### src/core/pcrb_pkg.sv
package pcrb_pkg;
  // Register addresses (serial address space)
  localparam logic [4:0] PCRB_ADDR_PROFILE_SIX = 5'h0C;
  localparam logic [4:0] PCRB_ADDR_PROFILE_SEVEN = 5'h0D;
  localparam logic [4:0] PCRB_ADDR_CONTROL_DEF = 5'h00;
  // Profile field positions
  localparam int PCRB_POW_HI = 61;
  localparam int PCRB_POW_LO = 48;
  localparam int PCRB_FTW_HI = 47;
  localparam int PCRB_FTW_LO = 0;
  localparam int PCRB_PROFILE_W = 64;
  localparam int PCRB_CTRL_W = 32;
  // Control field positions
  localparam int PCRB_CTRL_UNLOCK_BIT = 24;
  localparam int PCRB_CTRL_AUTO_SYNC_BIT = 3;
  localparam int PCRB_CTRL_HW_SYNC_BIT = 1;
  localparam logic [31:0] PCRB_CTRL_WRITE_MASK = 32'h00FCC0FF;
  localparam logic [63:0] PCRB_PROFILE_MASK = 64'h3FFFFFFFFFFFFFFF;
  // Reset values
  localparam logic [63:0] PCRB_PROFILE_RST = 64'h0000000000000000;
  localparam logic [31:0] PCRB_CTRL_RST = 32'h00000000;

  typedef struct packed {
    logic [13:0] phase_offset;
    logic [47:0] tuning_word;
  } pcrb_profile_s;

  typedef struct packed {
    logic wr_en;
    logic rd_en;
    logic [4:0] addr;
    logic [63:0] wdata;
  } pcrb_access_s;
endpackage : pcrb_pkg

### src/core/pcrb_bank.sv
`timescale 1ns/1ps
module pcrb_bank (
  // Clock and reset
  input wire logic clk_sys_i,
  input wire logic sys_rst_i,
  // Register access from serial port
  input wire pcrb_pkg::pcrb_access_s acc_i,
  output logic [63:0] rdata_o,
  // Loop and shared pin
  input wire logic pll_unlock_i,
  input wire logic sync_pin_i,
  output logic status_o,
  output logic status_oe_o,
  // Synchronization controls
  output logic sync_slave_o,
  output logic sync_advance_o,
  // Profile and control words
  output pcrb_pkg::pcrb_profile_s profile_six_o,
  output pcrb_pkg::pcrb_profile_s profile_seven_o,
  output logic [31:0] control_o
);
  import pcrb_pkg::*;

  // -------------------------------------------------------------
  // Register storage
  // -------------------------------------------------------------
  logic [63:0] prof6_r;
  logic [63:0] prof7_r;
  logic [31:0] ctrl_r;
  logic unlock_r;
  logic pin_d_r;
  logic [63:0] prof6_nxt;
  logic [63:0] prof7_nxt;
  logic [31:0] ctrl_nxt;
  logic [63:0] rdata_nxt;
  logic unlock_nxt;
  logic advance_nxt;

  // -------------------------------------------------------------
  // Address and mode decode
  // -------------------------------------------------------------
  wire sel6 = acc_i.addr == PCRB_ADDR_PROFILE_SIX;
  wire sel7 = acc_i.addr == PCRB_ADDR_PROFILE_SEVEN;
  wire selc = acc_i.addr == PCRB_ADDR_CONTROL_DEF;
  wire prof6_wr = acc_i.wr_en & sel6;
  wire prof7_wr = acc_i.wr_en & sel7;
  wire ctrl_wr = acc_i.wr_en & selc;
  wire ctrl_rd = acc_i.rd_en & selc;
  wire auto_sync = ctrl_r[PCRB_CTRL_AUTO_SYNC_BIT];
  wire hw_sync = ctrl_r[PCRB_CTRL_HW_SYNC_BIT];
  wire sync_mode = auto_sync | hw_sync;
  wire pin_rise = sync_pin_i & ~pin_d_r;
  wire [31:0] ctrl_view = {7'h00, unlock_r, ctrl_r[23:0]};

  // -------------------------------------------------------------
  // Register writes
  // -------------------------------------------------------------
  // Open profile bits are forced low whatever the host sends
  assign prof6_nxt = prof6_wr ? (acc_i.wdata & PCRB_PROFILE_MASK) : prof6_r;
  assign prof7_nxt = prof7_wr ? (acc_i.wdata & PCRB_PROFILE_MASK) : prof7_r;
  // All four bytes land at once; open and read-only bits are dropped
  assign ctrl_nxt = ctrl_wr ? (acc_i.wdata[31:0] & PCRB_CTRL_WRITE_MASK) : ctrl_r;

  always_ff @(posedge clk_sys_i) begin
    if (sys_rst_i) begin
      prof6_r <= PCRB_PROFILE_RST;
      prof7_r <= PCRB_PROFILE_RST;
    end else begin
      prof6_r <= prof6_nxt;
      prof7_r <= prof7_nxt;
    end
  end

  always_ff @(posedge clk_sys_i) begin
    if (sys_rst_i) begin
      ctrl_r <= PCRB_CTRL_RST;
    end else begin
      ctrl_r <= ctrl_nxt;
    end
  end

  // -------------------------------------------------------------
  // Read data and unlock flag
  // -------------------------------------------------------------
  assign rdata_nxt = sel6 ? prof6_r : sel7 ? prof7_r : selc ? {32'h00000000, ctrl_view} :
                     64'h0000000000000000;
  // Set wins over the clearing readback
  assign unlock_nxt = pll_unlock_i | (unlock_r & ~ctrl_rd);

  always_ff @(posedge clk_sys_i) begin
    if (sys_rst_i) begin
      unlock_r <= 1'b0;
    end else begin
      unlock_r <= unlock_nxt;
    end
  end

  // Read data holds until the next read
  always_ff @(posedge clk_sys_i) begin
    if (sys_rst_i) begin
      rdata_o <= 64'h0000000000000000;
    end else if (acc_i.rd_en) begin
      rdata_o <= rdata_nxt;
    end
  end

  // -------------------------------------------------------------
  // Shared pin and synchronization
  // -------------------------------------------------------------
  // Pin edges only count while hardware sync is enabled
  assign advance_nxt = hw_sync & pin_rise;

  always_ff @(posedge clk_sys_i) begin
    if (sys_rst_i) begin
      pin_d_r <= 1'b0;
      status_o <= 1'b0;
      status_oe_o <= 1'b0;
      sync_slave_o <= 1'b0;
      sync_advance_o <= 1'b0;
    end else begin
      pin_d_r <= sync_pin_i;
      status_oe_o <= ~sync_mode;
      status_o <= ~pll_unlock_i;
      sync_slave_o <= auto_sync;
      sync_advance_o <= advance_nxt;
    end
  end

  // -------------------------------------------------------------
  // Profile and control views
  // -------------------------------------------------------------
  assign profile_six_o = pcrb_profile_s'({prof6_r[PCRB_POW_HI:PCRB_POW_LO],
                                          prof6_r[PCRB_FTW_HI:PCRB_FTW_LO]});
  assign profile_seven_o = pcrb_profile_s'({prof7_r[PCRB_POW_HI:PCRB_POW_LO],
                                            prof7_r[PCRB_FTW_HI:PCRB_FTW_LO]});
  assign control_o = ctrl_view;
endmodule : pcrb_bank

### config.mk
export PLATFORM = sky130hd
export DESIGN_NAME = pcrb_bank
export DESIGN_NICKNAME = d
export VERILOG_FILES = /design/src/core/pcrb_pkg.sv /design/src/core/pcrb_bank.sv
export SDC_FILE = /design/constraint.sdc
export NUM_CORES = 1
export LEC_CHECK = 0
export ABC_CLOCK_PERIOD_IN_PS = 4550
export BUFFER_PORTS_ARGS = -buffer_cell sky130_fd_sc_hd__buf_2
export CORE_ASPECT_RATIO = 1.1
export CORE_MARGIN = 2
export CORE_UTILIZATION = 55
export CTS_CLUSTER_DIAMETER = 80
export CTS_CLUSTER_SIZE = 14
export DETAILED_ROUTE_END_ITERATION = 12
export PLACE_DENSITY = 0.95
export SYNTH_ARGS = -nofsm -noshare
export SYNTH_HDL_FRONTEND = slang
export SYNTH_SLANG_ARGS = --single-unit
export TNS_END_PERCENT = 50
### constraint.sdc
create_clock -name clk_sys_i -period 4.55 [get_ports clk_sys_i]
set_clock_uncertainty 0.1 [all_clocks]
set_input_delay 0.6825 -clock clk_sys_i [delete_from_list [all_inputs] [get_ports clk_sys_i]]
set_output_delay 0.6825 -clock clk_sys_i [all_outputs]
set_load 0.005 [all_outputs]
; ---- Word level (Yosys, flattened, before mapping)
; Index checks and enable logic that the tools add are counted.
[classes]
eq_ne = 2
n_bitwise = 13
n_reduce_logical = 1
n_mux = 3
[op_table]
columns = op, count
row1 = $mux 62, 2
row2 = $mux 25, 1
row3 = $eq 5x4->1 const B, 2
row4 = $and 1x1->1, 7
row5 = $logic_not 5->1, 1
row6 = $not 1->1, 4
row7 = $or 1x1->1, 2
[word_totals]
ff_bits = 210
out_inout_bits = 224
wordCells = 29
inputBits = 75

; ---- Longest topological paths before layout
[logic_depth]
ltp_word = 5
mapped_depth = 6
ltp_nobuf = 3

; ---- Worst setup path before layout
; No wires, ideal clock.
[synth_timing]
path_kind = input port to flip-flop
startpoint = input port acc_i[68] (netlist name)
endpoint = register prof6_r[10]
cell_stages = 6
setup_ns = 0.072
n_path_buf = 3
arrival_time_ns = 1.803
slack_ns = 2.575
t_required_ns = 4.378
cell_sequence = or3_1 > buf_6 > nor3_4 > buf_12 > buf_12 > mux2i_1
[synth_between]
elab_chain_len = 2
[synth_rtl]
columns = item, line_no
row1 = start: declaration, pcrb_bank.sv:7  ; input wire pcrb_pkg::pcrb_access_s acc_i,
row2 = $eq 5x4->1, pcrb_bank.sv:42  ; wire sel6 = acc_i.addr == PCRB_ADDR_PROFILE_SIX;
row3 = $and 1x1->1, pcrb_bank.sv:45  ; wire prof6_wr = acc_i.wr_en & sel6;
row4 = end signal: assignment, pcrb_bank.sv:69  ; prof6_r <= prof6_nxt;
row5 = end: declaration, pcrb_bank.sv:27  ; logic [63:0] prof6_r;
; No other way between the ends.
; A chain may end at the register's enable or synchronous reset.

; ---- Worst setup path after layout
[layout_timing]
startpoint = input port acc_i[64] (netlist name)
endpoint = register prof6_r[34]
; Same word-level chain as after synthesis.

==> flow_metrics.py <==
metrics = {
    "min_path": {
        "hold_start": "pll_unlock_i",
        "hold_depth": 2,
        "hp-class": "input pin to flip-flop",
        "holdPathEnd": "status_o$_SDFF_PP0_",
    },
    "timing": {
        "setup_slack_ns": 1.86,
        "final_hold_viol_count": 0,
        "tns_ns": 0,
        "max-slew-margin-rel_pct": 28.3,
        "maxSlewViolCount": 0,
        "period_minus_slack_ns": 2.69,
        "grt_setup_unrepaired": "no",
        "fmax_mhz": 372,
        "setup_viol": 0,
        "worstMarginPinSlew_ns": 1.08,
        "period_share_pct": 59.1,
    },
    "synth": {
        "seq_area_frac_synth_pct": 45.3,
        "synthFlopType": "dfxtp_1",
        "yosys-top-cells-count": "dfxtp_1, nand2b_1, a21oi_1",
        "synth_top_cell_by_area": "dfxtp_1",
        "synth_area_leaders": "dfxtp_1, nand2b_1, mux2i_1",
        "ys_ff_latch": 208,
        "netlist_area_um2": 9200,
        "syn_inst": 1012,
        "avgSynthCellArea_um2": 9.09,
        "synth_edf_count": 0,
        "synth_most_common_cell": "dfxtp_1",
        "yosysTopAreaCellShare_pct": 45.3,
        "async_flop_share_pct": 0,
        "yosysWarnings": 0,
        "synth_cell_types": 31,
    },
    "global_routing": {
        "grt_pass1_vias": 8224,
        "groute.usage.overall_pct": 28.6,
        "grt_max_degree": 172,
        "grt_overflow_total": 0,
        "antenna_found_initial": 0,
        "grt_pass1_wl_mm": 42.2,
    },
    "layout": {
        "area_growth_pct": 18.4,
        "nNetsFinal": 1301,
        "post-route-util_pct": 66.6,
        "drive_gt1_share_pct": 29.7,
        "instances_no_fill": 1430,
        "fin_area_um2": 10900,
        "antennaDiodeCount": 0,
        "fillers": 1280,
    },
    "clock_network": {
        "cts_made_buffers": 18,
        "cts_max_level": 1,
        "clk_latency_ns": 0.48,
        "post-cts-setup-buffers": 0,
        "clock_sinks": 208,
        "hold_buffers": 0,
        "cts_root_buf": "clkbuf_16",
        "clk_path_buf_depth": 3,
        "cts_tree": "done",
        "clkTransAtPathRegs_ns": 0.07,
        "cts_resized": 0,
    },
    "critical_path": {
        "critPathCaptureType": "flip-flop",
        "rr_startpoint": "prof6_r[16]$_SDFFE_PP0P_",
        "r2r_cells": 3,
        "arrival_ns": 2.98,
        "reg2reg_slack_ns": 3.49,
        "crit_type": "input pin to flip-flop",
        "timing.rr.end": "rdata_o[16]$_SDFFE_PP0P_",
        "cp_max_fo": 35,
        "start_kind": "input pin",
        "cp.required_ns": 4.84,
    },
    "die": {
        "die_h_um": 140,
        "core-area_um2": 16400,
        "start_util_pct": 56.2,
        "rows": 49,
        "die_x_um": 127,
        "io_pins": 299,
        "fp.dieArea_um2": 17800,
    },
    "route": {
        "routed_wl_mm": 26.7,
        "drc_errors": 0,
        "viasPerCell": 5.84,
        "routedWlPerCell_um": 18.7,
        "dr.pass1.iters": 5,
        "vias": 8352,
        "first_iter_violations": 656,
        "antenna_left": 0,
    },
    "place": {
        "port_buffers": 279,
        "placedCellCount": 1410,
        "dp_hpwl_mm": 17.0,
        "place_ws_ns": 1.46,
        "dpl_cell_area_um2": 10400,
        "place_congestion": 0.836,
    },
    "outcome": {
        "status": "completed",
    },
    "power": {
        "power-per-cell-area_nw_per_um2": 320,
        "p_leak_nw": 4.64,
        "ir_drop_uv": 254,
    },
    "job": {
        "drv_cap": 0,
    },
}
[kinds of logic after synthesis]
kind of cell	synth area share, %
mux	14.0
buf+inv	7.04
simple gates	20.4
compound gates	13.3
flops	45.3
other cells	0.0408
[placed cells by master, fill, tap and decap left out, types with 19 or more instances in the layout]
cell       Yosys  routed
buf_2         19     278
dfxtp_1      208     208
nand2b_1     157     157
a21oi_1      108     108
nand3_1      107     107
o21ai_0       79      79
mux2i_1       78      78
nand2_1       64      63
mux2_2        45      45
clkbuf_16      0      19
[power by group]
group          internal [W]  leakage [nW]  switching, W
clock network      0.000753         0.241      0.000636
logic             0.0000900          2.72      0.000165
registers           0.00183          1.68    0.00000906
[final cells by class]
type	instances	area (µm²)	share of cell area (%)
tap	204	255	2.34
inverter	4	15.0	0.138
multi-input combinational	704	4460	41.0
clock buffer	20	489	4.49
sequential	208	4160	38.2
timing repair buffer	290	1510	13.9
[critical path, cell delays in order]
cell,delay (ns)
buf_2,0.34
or3_1,0.78
nor3_4,0.26
buf_4,0.57
mux2i_1,0.29
[registers in the layout, summed over array words and instances, names as in the netlist, 16 cells and up]
register  flops
prof6_r      62
prof7_r      62
rdata_o      62
ctrl_r       16
[how the worst max path moves through the flow]
stage          startpoint                       end  slack (ns)  depth (start not counted)
2_1_floorplan   acc_i[68]  prof6_r[10]$_SDFFE_PP0P_        2.58                          6
3_3_place_gp    acc_i[69]       unlock_r$_SDFF_PP0_        1.55                          4
3_5_place_dp    acc_i[64]  prof6_r[32]$_SDFFE_PP0P_        1.46                          5
4_1_cts         acc_i[64]  prof6_r[32]$_SDFFE_PP0P_        1.94                          5
5_1_grt         acc_i[64]   ctrl_r[23]$_SDFFE_PP0P_        1.78                          4
6_report        acc_i[64]  prof6_r[34]$_SDFFE_PP0P_        1.86                          5
[stage by stage]
stage | power (W) | hold slack [ns]
2_1_floorplan | 0.00205 | 0.348
3_3_place_gp | 0.00212 | 0.331
3_5_place_dp | 0.00213 | 0.336
4_1_cts | 0.00350 | 0.296
5_1_grt | 0.00358 | 0.318
6_report | 0.00349 | 0.315
[layer usage]
metal  global-route usage (%)  vias up  part of all wire, %
met4                     13.4        0                  4.1
met2                     49.0      454                   49
li1                         -     3882                    -
met1                     34.0     3927                   38
met5                        0        -                    0
met3                     6.15       89                  8.7
(Power assumes the default switching activity.)
